--- src/include/sfc_pkg.sv ---
// ==========================================================
// Serial flash command core constants and types
// ==========================================================
package sfc_pkg;

   // ==========================================================
   // Array geometry and FIFO depth
   // ==========================================================
   localparam int ADDR_W = 20;
   localparam int BLK_LSB = 16;
   localparam int SEC_LSB = 12;
   localparam int WORD_STEP = 2;
   localparam int FIFO_DEPTH = 16;

   // ==========================================================
   // Opcodes
   // ==========================================================
   localparam logic [7:0] OPC_READ = 8'h03;
   localparam logic [7:0] OPC_FAST_READ = 8'h0B;
   localparam logic [7:0] OPC_BYTE_PROG = 8'h02;
   localparam logic [7:0] OPC_WORD_PROG = 8'hAD;
   localparam logic [7:0] OPC_WRITE_ENABLE = 8'h06;
   localparam logic [7:0] OPC_WRITE_DISABLE = 8'h04;
   localparam logic [7:0] OPC_STATUS_READ = 8'h05;
   localparam logic [7:0] OPC_BUSY_OUT_ON = 8'h70;
   localparam logic [7:0] OPC_BUSY_OUT_OFF = 8'h80;
   localparam logic [7:0] OPC_BLOCK_ERASE = 8'hD8;
   localparam logic [7:0] OPC_SECTOR_ERASE = 8'h20;
   localparam logic [7:0] OPC_CHIP_ERASE_A = 8'h60;
   localparam logic [7:0] OPC_CHIP_ERASE_B = 8'hC7;

   // ==========================================================
   // Status byte layout, reset value and serial count limits
   // ==========================================================
   localparam int STAT_BUSY_BIT = 0;
   localparam int STAT_WEL_BIT = 1;
   localparam int STAT_AAI_BIT = 6;
   localparam logic [7:0] STAT_RESET = 8'h00;
   localparam logic [2:0] BIT_LAST = 3'h7;
   localparam logic [1:0] ADDR_LAST = 2'h2;

   // ==========================================================
   // Self-timed operation durations
   // ==========================================================
   localparam longint CLK_MHZ = 125;
   localparam longint PROGRAM_TIME_US = 10;
   localparam longint SECTOR_ERASE_TIME_MS = 100;
   localparam longint BLOCK_ERASE_TIME_MS = 1000;
   localparam longint CHIP_ERASE_TIME_MS = 10000;
   localparam longint PROGRAM_CYC = PROGRAM_TIME_US * CLK_MHZ;
   localparam longint SECTOR_ERASE_CYC = SECTOR_ERASE_TIME_MS * 1000 * CLK_MHZ;
   localparam longint BLOCK_ERASE_CYC = BLOCK_ERASE_TIME_MS * 1000 * CLK_MHZ;
   localparam longint CHIP_ERASE_CYC = CHIP_ERASE_TIME_MS * 1000 * CLK_MHZ;

   // ==========================================================
   // Types
   // ==========================================================
   typedef enum logic [2:0] {
      OPK_BYTE = 3'b000,
      OPK_WORD = 3'b001,
      OPK_SECTOR = 3'b010,
      OPK_BLOCK = 3'b011,
      OPK_CHIP = 3'b100
   } sfc_opk_t;

   typedef struct packed {
      sfc_opk_t kind;
      logic [23:0] addr;
      logic [15:0] data;
   } sfc_op_t;

   typedef enum logic [2:0] {
      SS_CMD = 3'b000,
      SS_ADDR = 3'b001,
      SS_DUMMY = 3'b010,
      SS_RXDATA = 3'b011,
      SS_TX = 3'b100,
      SS_SKIP = 3'b101
   } sfc_ser_t;

endpackage : sfc_pkg

--- src/core/sfc_core.sv ---
// ==========================================================
// Operation FIFO toward the array backend
// ==========================================================
module sfc_fifo #(
   parameter int W = 8,
   parameter int DEPTH = 16
) (
   // Clock and reset
   input wire logic clk,
   input wire logic rst_n,
   // Filling side
   input wire logic in_valid,
   output logic in_ready,
   input wire logic [W-1:0] in_data,
   // Draining side
   output logic out_valid,
   input wire logic out_ready,
   output logic [W-1:0] out_data
);
   localparam int PW = $clog2(DEPTH);
   localparam logic [PW:0] CNT_FULL = (PW+1)'(DEPTH);
   localparam logic [PW-1:0] PTR_LAST = PW'(DEPTH - 1);

   logic [W-1:0] mem_q [DEPTH];
   logic [PW-1:0] wr_q;
   logic [PW-1:0] rd_q;
   logic [PW:0] cnt_q;
   wire push = in_valid && in_ready;
   wire pop = out_valid && out_ready;

   // Honest flags straight from the count
   assign in_ready = (cnt_q != CNT_FULL);
   assign out_valid = (cnt_q != '0);
   assign out_data = mem_q[rd_q];

   // Storage has no reset; only the pointers matter
   always_ff @(posedge clk) begin
      if (push) begin
         mem_q[wr_q] <= in_data;
      end
   end

   // Pointers wrap at DEPTH, which need not be a power of two
   always_ff @(posedge clk or negedge rst_n) begin
      if (!rst_n) begin
         wr_q <= '0;
         rd_q <= '0;
         cnt_q <= '0;
      end else begin
         if (push) begin
            wr_q <= (wr_q == PTR_LAST) ? '0 : wr_q + 1'b1;
         end
         if (pop) begin
            rd_q <= (rd_q == PTR_LAST) ? '0 : rd_q + 1'b1;
         end
         cnt_q <= cnt_q + (PW+1)'(push) - (PW+1)'(pop);
      end
   end
endmodule : sfc_fifo

// ==========================================================
// Serial flash command core
// ==========================================================
module sfc_core
   import sfc_pkg::*;
#(
   parameter int AW = ADDR_W,
   parameter int NUM_BLK = 2 ** (ADDR_W - BLK_LSB),
   parameter longint PROG_CYC = PROGRAM_CYC,
   parameter longint SEC_CYC = SECTOR_ERASE_CYC,
   parameter longint BLK_CYC = BLOCK_ERASE_CYC,
   parameter longint CHIP_CYC = CHIP_ERASE_CYC
) (
   // Clock and reset
   input wire logic CORE_CLK,
   input wire logic RESET_N,
   // Serial link, sampled on CORE_CLK
   input wire logic SCK,
   input wire logic CS_N,
   input wire logic SI,
   output logic SO,
   output logic SO_OE,
   // Array read port, data one cycle after address
   output logic [AW-1:0] MEM_RD_ADDR,
   input wire logic [7:0] MEM_RD_DATA,
   // Program and erase operations toward the array
   output logic OP_VALID,
   input wire logic OP_READY,
   output sfc_op_t OP_DATA,
   // Protection and status
   input wire logic [NUM_BLK-1:0] PROT_MASK,
   output logic BUSY,
   output logic WRITE_ENABLE_LATCH,
   output logic AAI_ACTIVE
);

   // ==========================================================
   // Helpers
   // ==========================================================
   function automatic logic is_prot(input logic [NUM_BLK-1:0] m, input logic [AW-1:0] a);
      return m[a[AW-1:BLK_LSB]];
   endfunction : is_prot

   function automatic logic [AW-1:0] align(input logic [AW-1:0] a, input int lsb);
      return (a >> lsb) << lsb;
   endfunction : align

   // ==========================================================
   // State
   // ==========================================================
   sfc_ser_t state_q;
   logic sck_q;
   logic cs_n_q;
   logic [2:0] bitcnt_q;
   logic [2:0] txcnt_q;
   logic [1:0] acnt_q;
   logic [6:0] sh_q;
   logic [7:0] op_q;
   logic [AW-1:0] addr_q;
   logic [7:0] d0_q;
   logic [7:0] d1_q;
   logic dsec_q;
   logic done_q;
   logic [7:0] tx_q;
   logic sobit_q;
   logic so_q;
   logic so_oe_q;
   logic wel_q;
   logic aai_q;
   logic busy_out_q;
   logic [AW-1:0] aai_addr_q;
   logic pend_q;
   sfc_op_t pend_op_q;
   logic [31:0] tmr_q;
   logic fifo_in_ready;
   logic fifo_out_valid;

   // ==========================================================
   // Edge detection and decode
   // ==========================================================
   // Sampling limits the link to well below half the core rate
   wire cs_low = !CS_N;
   wire sck_rise = cs_low && SCK && !sck_q;
   wire sck_fall = cs_low && !SCK && sck_q;
   wire cs_rise = CS_N && !cs_n_q;
   wire byte_done = sck_rise && (bitcnt_q == BIT_LAST);
   wire [7:0] rx = {sh_q, SI};
   wire busy = pend_q || (tmr_q != '0) || fifo_out_valid;
   wire busy_ind = cs_low && busy_out_q && aai_q;
   wire is_status = (op_q == OPC_STATUS_READ);
   wire is_chip = (op_q == OPC_CHIP_ERASE_A) || (op_q == OPC_CHIP_ERASE_B);
   wire [AW-1:0] waddr = aai_q ? aai_addr_q : {addr_q[AW-1:1], 1'b0};
   wire [AW-1:0] wnext = waddr + AW'(WORD_STEP);
   wire word_last = (waddr[AW-1:1] == '1) || is_prot(PROT_MASK, wnext);
   wire commit = cs_rise && done_q && !busy;
   wire push = pend_q && fifo_in_ready;

   // Status byte seen by status reads
   logic [7:0] status;
   always_comb begin
      status = STAT_RESET;
      status[STAT_BUSY_BIT] = busy;
      status[STAT_WEL_BIT] = wel_q;
      status[STAT_AAI_BIT] = aai_q;
   end
   wire [7:0] tx_load = is_status ? status : MEM_RD_DATA;

   // ==========================================================
   // Serial receive and transmit
   // ==========================================================
   // Deselect clears the sequence; done_q is still valid at the rise
   always_ff @(posedge CORE_CLK or negedge RESET_N) begin
      if (!RESET_N) begin
         state_q <= SS_CMD;
         bitcnt_q <= '0;
         txcnt_q <= '0;
         acnt_q <= '0;
         sh_q <= '0;
         op_q <= '0;
         addr_q <= '0;
         d0_q <= '0;
         d1_q <= '0;
         dsec_q <= 1'b0;
         done_q <= 1'b0;
         tx_q <= '0;
         sobit_q <= 1'b0;
      end else if (!cs_low) begin
         state_q <= SS_CMD;
         bitcnt_q <= '0;
         txcnt_q <= '0;
         done_q <= 1'b0;
      end else if (sck_rise) begin
         sh_q <= rx[6:0];
         bitcnt_q <= bitcnt_q + 3'h1;
         if (byte_done) begin
            case (state_q)
               SS_CMD: begin
                  op_q <= rx;
                  acnt_q <= '0;
                  dsec_q <= 1'b0;
                  if (aai_q) begin
                     // Only three commands live inside a word sequence
                     if (rx == OPC_WORD_PROG) begin
                        state_q <= SS_RXDATA;
                     end else if (rx == OPC_STATUS_READ) begin
                        state_q <= SS_TX;
                     end else begin
                        done_q <= (rx == OPC_WRITE_DISABLE);
                        state_q <= SS_SKIP;
                     end
                  end else begin
                     case (rx)
                        OPC_READ, OPC_FAST_READ, OPC_BYTE_PROG, OPC_WORD_PROG,
                        OPC_SECTOR_ERASE, OPC_BLOCK_ERASE: begin
                           state_q <= SS_ADDR;
                        end
                        OPC_STATUS_READ: begin
                           state_q <= SS_TX;
                        end
                        OPC_WRITE_ENABLE, OPC_WRITE_DISABLE, OPC_BUSY_OUT_ON, OPC_BUSY_OUT_OFF,
                        OPC_CHIP_ERASE_A, OPC_CHIP_ERASE_B: begin
                           done_q <= 1'b1;
                           state_q <= SS_SKIP;
                        end
                        default: begin
                           state_q <= SS_SKIP;
                        end
                     endcase
                  end
               end
               SS_ADDR: begin
                  addr_q <= {addr_q[AW-9:0], rx};
                  acnt_q <= acnt_q + 2'h1;
                  if (acnt_q == ADDR_LAST) begin
                     case (op_q)
                        OPC_READ: state_q <= SS_TX;
                        OPC_FAST_READ: state_q <= SS_DUMMY;
                        OPC_BYTE_PROG, OPC_WORD_PROG: state_q <= SS_RXDATA;
                        default: begin
                           done_q <= 1'b1;
                           state_q <= SS_SKIP;
                        end
                     endcase
                  end
               end
               SS_DUMMY: begin
                  state_q <= SS_TX;
               end
               SS_RXDATA: begin
                  if (!dsec_q) begin
                     d0_q <= rx;
                     dsec_q <= 1'b1;
                     if (op_q == OPC_BYTE_PROG) begin
                        done_q <= 1'b1;
                        state_q <= SS_SKIP;
                     end
                  end else begin
                     d1_q <= rx;
                     done_q <= 1'b1;
                     state_q <= SS_SKIP;
                  end
               end
               SS_TX, SS_SKIP: begin
                  state_q <= state_q;
               end
               default: begin
                  state_q <= SS_SKIP;
               end
            endcase
         end
      end else if (sck_fall && (state_q == SS_TX)) begin
         txcnt_q <= txcnt_q + 3'h1;
         if (txcnt_q == '0) begin
            // Status repeats; array data advances and wraps by width
            sobit_q <= tx_load[7];
            tx_q <= {tx_load[6:0], 1'b0};
            if (!is_status) begin
               addr_q <= addr_q + 1'b1;
            end
         end else begin
            sobit_q <= tx_q[7];
            tx_q <= {tx_q[6:0], 1'b0};
         end
      end
   end

   // Output pin, busy indication takes priority over data
   always_ff @(posedge CORE_CLK or negedge RESET_N) begin
      if (!RESET_N) begin
         sck_q <= 1'b0;
         cs_n_q <= 1'b1;
         so_q <= 1'b0;
         so_oe_q <= 1'b0;
      end else begin
         sck_q <= SCK;
         cs_n_q <= CS_N;
         so_q <= busy_ind ? !busy : sobit_q;
         so_oe_q <= cs_low && (busy_ind || (state_q == SS_TX));
      end
   end

   // ==========================================================
   // Command commit at deselect
   // ==========================================================
   // Nothing is accepted while busy, which also covers a full FIFO
   always_ff @(posedge CORE_CLK or negedge RESET_N) begin
      if (!RESET_N) begin
         wel_q <= 1'b0;
         aai_q <= 1'b0;
         busy_out_q <= 1'b0;
         aai_addr_q <= '0;
         pend_q <= 1'b0;
         pend_op_q <= '0;
      end else begin
         if (push) begin
            pend_q <= 1'b0;
         end
         if (commit) begin
            case (op_q)
               OPC_WRITE_ENABLE: wel_q <= 1'b1;
               OPC_WRITE_DISABLE: begin
                  wel_q <= 1'b0;
                  aai_q <= 1'b0;
               end
               OPC_BUSY_OUT_ON: busy_out_q <= 1'b1;
               OPC_BUSY_OUT_OFF: busy_out_q <= 1'b0;
               OPC_BYTE_PROG: begin
                  if (wel_q && !is_prot(PROT_MASK, addr_q)) begin
                     pend_q <= 1'b1;
                     pend_op_q <= '{kind: OPK_BYTE, addr: 24'(addr_q), data: {8'h00, d0_q}};
                     wel_q <= 1'b0;
                  end
               end
               OPC_WORD_PROG: begin
                  if (aai_q || (wel_q && !is_prot(PROT_MASK, waddr))) begin
                     pend_q <= 1'b1;
                     pend_op_q <= '{kind: OPK_WORD, addr: 24'(waddr), data: {d0_q, d1_q}};
                     aai_addr_q <= wnext;
                     aai_q <= !word_last;
                     wel_q <= !word_last;
                  end
               end
               OPC_SECTOR_ERASE: begin
                  if (wel_q && !is_prot(PROT_MASK, addr_q)) begin
                     pend_q <= 1'b1;
                     pend_op_q <= '{kind: OPK_SECTOR, addr: 24'(align(addr_q, SEC_LSB)), data: '0};
                     wel_q <= 1'b0;
                  end
               end
               OPC_BLOCK_ERASE: begin
                  if (wel_q && !is_prot(PROT_MASK, addr_q)) begin
                     pend_q <= 1'b1;
                     pend_op_q <= '{kind: OPK_BLOCK, addr: 24'(align(addr_q, BLK_LSB)), data: '0};
                     wel_q <= 1'b0;
                  end
               end
               default: begin
                  if (is_chip && wel_q && (PROT_MASK == '0)) begin
                     pend_q <= 1'b1;
                     pend_op_q <= '{kind: OPK_CHIP, addr: '0, data: '0};
                     wel_q <= 1'b0;
                  end
               end
            endcase
         end
      end
   end

   // Self-timed duration starts when the operation enters the FIFO
   always_ff @(posedge CORE_CLK or negedge RESET_N) begin
      if (!RESET_N) begin
         tmr_q <= '0;
      end else if (push) begin
         case (pend_op_q.kind)
            OPK_SECTOR: tmr_q <= 32'(SEC_CYC);
            OPK_BLOCK: tmr_q <= 32'(BLK_CYC);
            OPK_CHIP: tmr_q <= 32'(CHIP_CYC);
            default: tmr_q <= 32'(PROG_CYC);
         endcase
      end else if (tmr_q != '0) begin
         tmr_q <= tmr_q - 32'h1;
      end
   end

   // ==========================================================
   // Operation buffer and outputs
   // ==========================================================
   sfc_fifo #(.W($bits(sfc_op_t)), .DEPTH(FIFO_DEPTH)) u_fifo (
      .clk(CORE_CLK),
      .rst_n(RESET_N),
      .in_valid(pend_q),
      .in_ready(fifo_in_ready),
      .in_data(pend_op_q),
      .out_valid(fifo_out_valid),
      .out_ready(OP_READY),
      .out_data(OP_DATA)
   );

   assign OP_VALID = fifo_out_valid;
   assign SO = so_q;
   assign SO_OE = so_oe_q;
   assign MEM_RD_ADDR = addr_q;
   assign BUSY = busy;
   assign WRITE_ENABLE_LATCH = wel_q;
   assign AAI_ACTIVE = aai_q;

   // ==========================================================
   // Checks
   // ==========================================================
   wel_set_a: assert property (@(posedge CORE_CLK) disable iff (!RESET_N)
      commit && (op_q == OPC_WRITE_ENABLE) && !aai_q |=> wel_q) else $error("latch not set");
   late_start_a: assert property (@(posedge CORE_CLK) disable iff (!RESET_N)
      $rose(pend_q) |-> $past(cs_rise) && $past(done_q)) else $error("operation started early");
   chip_prot_a: assert property (@(posedge CORE_CLK) disable iff (!RESET_N)
      $rose(pend_q) && (pend_op_q.kind == OPK_CHIP) |-> $past(PROT_MASK) == '0) else $error("chip erase while protected");
   read_inc_a: assert property (@(posedge CORE_CLK) disable iff (!RESET_N)
      sck_fall && (state_q == SS_TX) && (txcnt_q == '0) && !is_status
      |=> addr_q == AW'($past(addr_q) + 1'b1)) else $error("read pointer did not advance");
   busy_hold_a: assert property (@(posedge CORE_CLK) disable iff (!RESET_N)
      (tmr_q != '0) || pend_q |-> BUSY && status[STAT_BUSY_BIT]) else $error("busy dropped early");
   busy_pin_a: assert property (@(posedge CORE_CLK) disable iff (!RESET_N)
      busy_ind |=> SO_OE && (SO == !$past(busy))) else $error("busy indication wrong");
   pin_release_a: assert property (@(posedge CORE_CLK) disable iff (!RESET_N)
      CS_N |=> !SO_OE) else $error("output driven while deselected");
   aai_exit_a: assert property (@(posedge CORE_CLK) disable iff (!RESET_N)
      $fell(aai_q) |-> !wel_q) else $error("latch left set after word sequence");
   dummy_byte_a: assert property (@(posedge CORE_CLK) disable iff (!RESET_N)
      byte_done && (state_q == SS_ADDR) && (acnt_q == ADDR_LAST) && (op_q == OPC_FAST_READ)
      |=> state_q == SS_DUMMY) else $error("fast read skipped dummy byte");

endmodule : sfc_core

--- config.mk ---
export PLATFORM = sky130hd
export DESIGN_NAME = sfc_core
export DESIGN_NICKNAME = d
export VERILOG_FILES = /design/src/include/sfc_pkg.sv /design/src/core/sfc_core.sv
export SDC_FILE = /design/constraint.sdc
export NUM_CORES = 1
export LEC_CHECK = 0
export BUFFER_PORTS_ARGS = -buffer_cell sky130_fd_sc_hd__buf_4
export CORE_MARGIN = 2
export CORE_UTILIZATION = 46
export CTS_CLUSTER_DIAMETER = 30
export DETAILED_ROUTE_END_ITERATION = 10
export GPL_TIMING_DRIVEN = 0
export PLACE_DENSITY = 0.73
export SKIP_CTS_REPAIR_TIMING = 1
export SYNTH_ARGS = -nofsm -noshare
export SYNTH_HDL_FRONTEND = slang
export SYNTH_SLANG_ARGS = --single-unit
export TNS_END_PERCENT = 30
--- constraint.sdc ---
create_clock -name CORE_CLK -period 6.61 [get_ports CORE_CLK]
set_input_delay 1.322 -clock CORE_CLK [delete_from_list [all_inputs] [get_ports CORE_CLK]]
set_output_delay 1.322 -clock CORE_CLK [all_outputs]
set_load 0.01 [all_outputs]
==> summary.md <==
| Metric | Value |
|---|---|
| Share of layout cells above drive strength 1 | roughly a fifth |
| HP Class | flip-flop to flip-flop |
| WP buf/inv | 5 |
| Root Buffer | clkbuf_16 |
| GRT Util Overall | a little under a quarter |
| Internal Power | about 11 mW |
| Crit-path cells | clkbuf_1, clkbuf_1, buf_1, buf_1, mux2i_1, a221oi_1, o21ai_0, nand2_1, buf_4 |
| Async S/R FF share, synth | between 20 and 25% |
| Netlist cell types | just under 80 |
| Global-route wire length before repair | 136.7 mm |
| Crit Path Class | flip-flop to output port |
| Gpl congestion | 0.9054 |
| DRC | 0 |
| WP data arrival | around 4600 ps |
| Final Hold Viols | 0 |
| Vert. Die Dim | between 200 and 300 um |
| Register clock-pin slew on the reported worst setup and hold paths | 60 ps |
| Worst Setup SP | u_fifo.rd_q[0] |
| Worst EP required | between 5000 and 6000 ps |
| Detailed Route WL | around 90 mm |
| PnR worst setup slack | ~710 ps |
| Layout area overhead | 21.12% |
| Synth area leaders | edfxtp_1 (54%), dfrtp_1 (13%), mux4_2 (5.8%), mux2i_1 (4.2%), nand2_1 (2.6%) |
| Drt wl/cell | ~24 um |
| Final worst path period need | 5895 ps |
| Pwr dens | between 300 and 400 nW/um^2 |
| Worst relative slew slack | slightly below 20% |
| Critical Path End Type | output port |
| Initial core utilization | between 40% and 50% |
| Io pins | 99 |
| Core ar. | about 74000 sq um |
| Final instance area | between 40000 and 50000 sq um |
| Post-synth EDFFs | about 620 |
| Max-cap violations | 0 |
| FMAX | roughly 0.17 GHz |
| H-tree depth reported by CTS | 4 |
| CTS sink count | around 810 |
| Final antenna-violating net count | 0 |
| Reg2Reg Launch Point | AAI_ACTIVE |
| Port Buffers | 94 |
| RSZ-0062 raised after global routing | false |
| Pre-CTS setup slack | approximately 1600 ps |
| GRT overflow | 0 |
| Area leader, netlist | edfxtp_1 |
| Vias in the first global route | between 20000 and 25000 |
| Final nets | 2693 |
| Switching Fraction | 27.75% |
| CP max FO | 10 |
| Commonest cells in the netlist | edfxtp_1 (624), nand2_1 (242), dfrtp_1 (183) |
| Setup-failing EPs final | 0 |
| Min-delay src | tx_q[3] |
| Synth warn | 0 |
| Detailed-route via count | roughly 22000 |
| Status | finished, final reports clean |
| Comb pwr share | 16.0% |
| CP max stage delay | between 800 and 900 ps |
| Skew final | ~40 ps |
| Yosys top cell area share | 54.43% |
| Num rows | 100 |
| Clock Path Buffers | 3 |
| Vias per Instance | 5.993 |
| Top delay family on crit path | buffers and inverters |
| Antenna violations before repair | 0 |
| Max-slew violation count | 0 |
| Syn avg cell area | approximately 15 sq um |
| Die ar. | about 77000 sq um |
| Min Hold Slack | a little under 500 ps |
| Largest net degree at the start of global routing | about 100 |
| Top_reg_cell synth | edfxtp_1 |
| Hpwl dp | roughly 60 mm |
| Clock Latency Late Sink | between 700 and 800 ps |
| Number of CTS-inserted buffers | between 100 and 150 |
| Sw power | between 4 and 5 mW |
| Post-Synthesis Cells | 2374 |
| FF+latch count, synth | 808 |
| Post-Syn Area | approximately 34000 sq um |
| Cell area after placement | between 30000 and 40000 sq um |
| Most frequent cell after synthesis | edfxtp_1 |
| Peak VDD IR | ~250 uV |
| First-pass iteration count of the detailed router | 8 |
| Startpoint Class | flip-flop |
| Leak | 13.66 nW |
| Initial DRC count | about 2500 |
| Die X | roughly 280 um |
| Crit-path slowest cell | buf_1 |
| Sequential power share | 36.6% |
| CTS tree | done |
| Least-Margin Pin Slew | between 1000 and 1500 ps |
| Tcrit/Tclk final | 89.19% |
| Seq/Total Area, Yosys | approximately two thirds |
| Antenna diodes | 0 |
| Clock share of power | between 40 and 50% |
power groups by stage:
stage | Sequential (mW) | Clock (mW) | Combinational (mW)
global route | 5.49 | 7.42 | 2.57
detailed placement | 5.58 | 0 | 2.38
finish | 5.49 | 7.11 | 2.40
floorplan | 5.57 | 0 | 1.45
global placement | 5.58 | 0 | 2.33
CTS | 5.49 | 7.18 | 2.41
kinds of logic (layout without fill, tap and decap cells):
| logic type | Yosys count | count (layout) | share of synthesized area [%] |
|---|---|---|---|
| AND/OR/NAND/NOR | 539 | 539 | 7.426 |
| flip-flops | 808 | 808 | 67.81 |
| adder cells (fa/ha/maj) | 20 | 20 | 0.7487 |
| XOR/XNOR | 46 | 46 | 1.170 |
| other | 1 | 4 | 0.01089 |
| buffers and inverters | 183 | 561 | 2.134 |
| AO/OA/AOI/OAI | 480 | 480 | 8.600 |
| multiplexers | 297 | 297 | 12.10 |
sequential cells by signal, summed over array words and instances, names as in the netlist, 2 cells and up:
name	flops
u_fifo.cnt_q	5
aai_addr_q	20
txcnt_q	3
d0_q	8
MEM_RD_ADDR	20
sh_q	7
d1_q	8
pend_op_q	39
tx_q	7
u_fifo.wr_q	4
u_fifo.rd_q	4
u_fifo.mem_q	624
tmr_q	32
bitcnt_q	3
op_q	8
acnt_q	2
state_q	3
worst paths after layout:
kind | endpoint | slack (ps) | cells past startpoint
max | OP_DATA[35] | 710 | 9
min | tx_q[3] | 480 | 2
min in group asynchronous | tmr_q[4] | 610 | 1
min reg2reg | tx_q[3] | 480 | 2
max in group asynchronous | state_q[1] | 5030 | 2
max reg2reg | AAI_ACTIVE | 1410 | 14
routing by layer:
metal  vias up  track usage (%)  share of wire (%)
met5         -                0                  0
met4         0            9.231                3.0
met3       191            4.717                8.4
met2      1111            38.84                 49
met1     11270            30.39                 40
li1       9745                -                  -
area by class of cell:
class / count / area (sq um)
timing repair buffer: 127 / 1229
inverter: 34 / 127.6
tap: 969 / 1212
clock buffer: 166 / 3640
fill: 5687 / 32630
buffer: 149 / 606.8
clock inverter: 85 / 1070
multi-input combinational: 1386 / 10470
sequential: 808 / 23340
metrics by stage:
stage	TNS (ps)	total power [mW]	cells	util [%]
after floorplan	0	7.022	2377	-
after global placement	-231400	7.908	3440	48.91
after detailed placement	0	7.958	3473	49.77
after CTS	0	15.08	3724	56.10
after global routing	0	15.47	3724	56.10
final	0	15.00	3724	56.10
cell usage in the layout (no fill, tap or decap), drive strengths merged, types with 15 or more instances in the layout:
cell type	count
mux4	88
dfrtp	183
edfxtp	624
nand2	242
and3	17
clkbuf	270
bufinv	15
a22oi	71
a21oi	123
nand3	36
ha	19
o21ai	165
xnor2	21
mux2i	146
o22ai	19
xor2	25
a221oi	41
mux2	63
nor2	107
inv	44
nor3	22
clkinv	48
buf	172
worst register-to-register path: stages, from the launching register on:
cell and delay, ps:
dfrtp_1 400, buf_2 310, buf_4 250, buf_2 340, clkbuf_1 520, mux2_2 310
ha_1 300, inv_1 100, a221oi_2 440, nand4_1 250, xor2_1 600, mux4_2 590
mux2i_1 220, or3b_1 370, o311ai_1 90
Note: power is estimated with default switching activity, not from simulation.
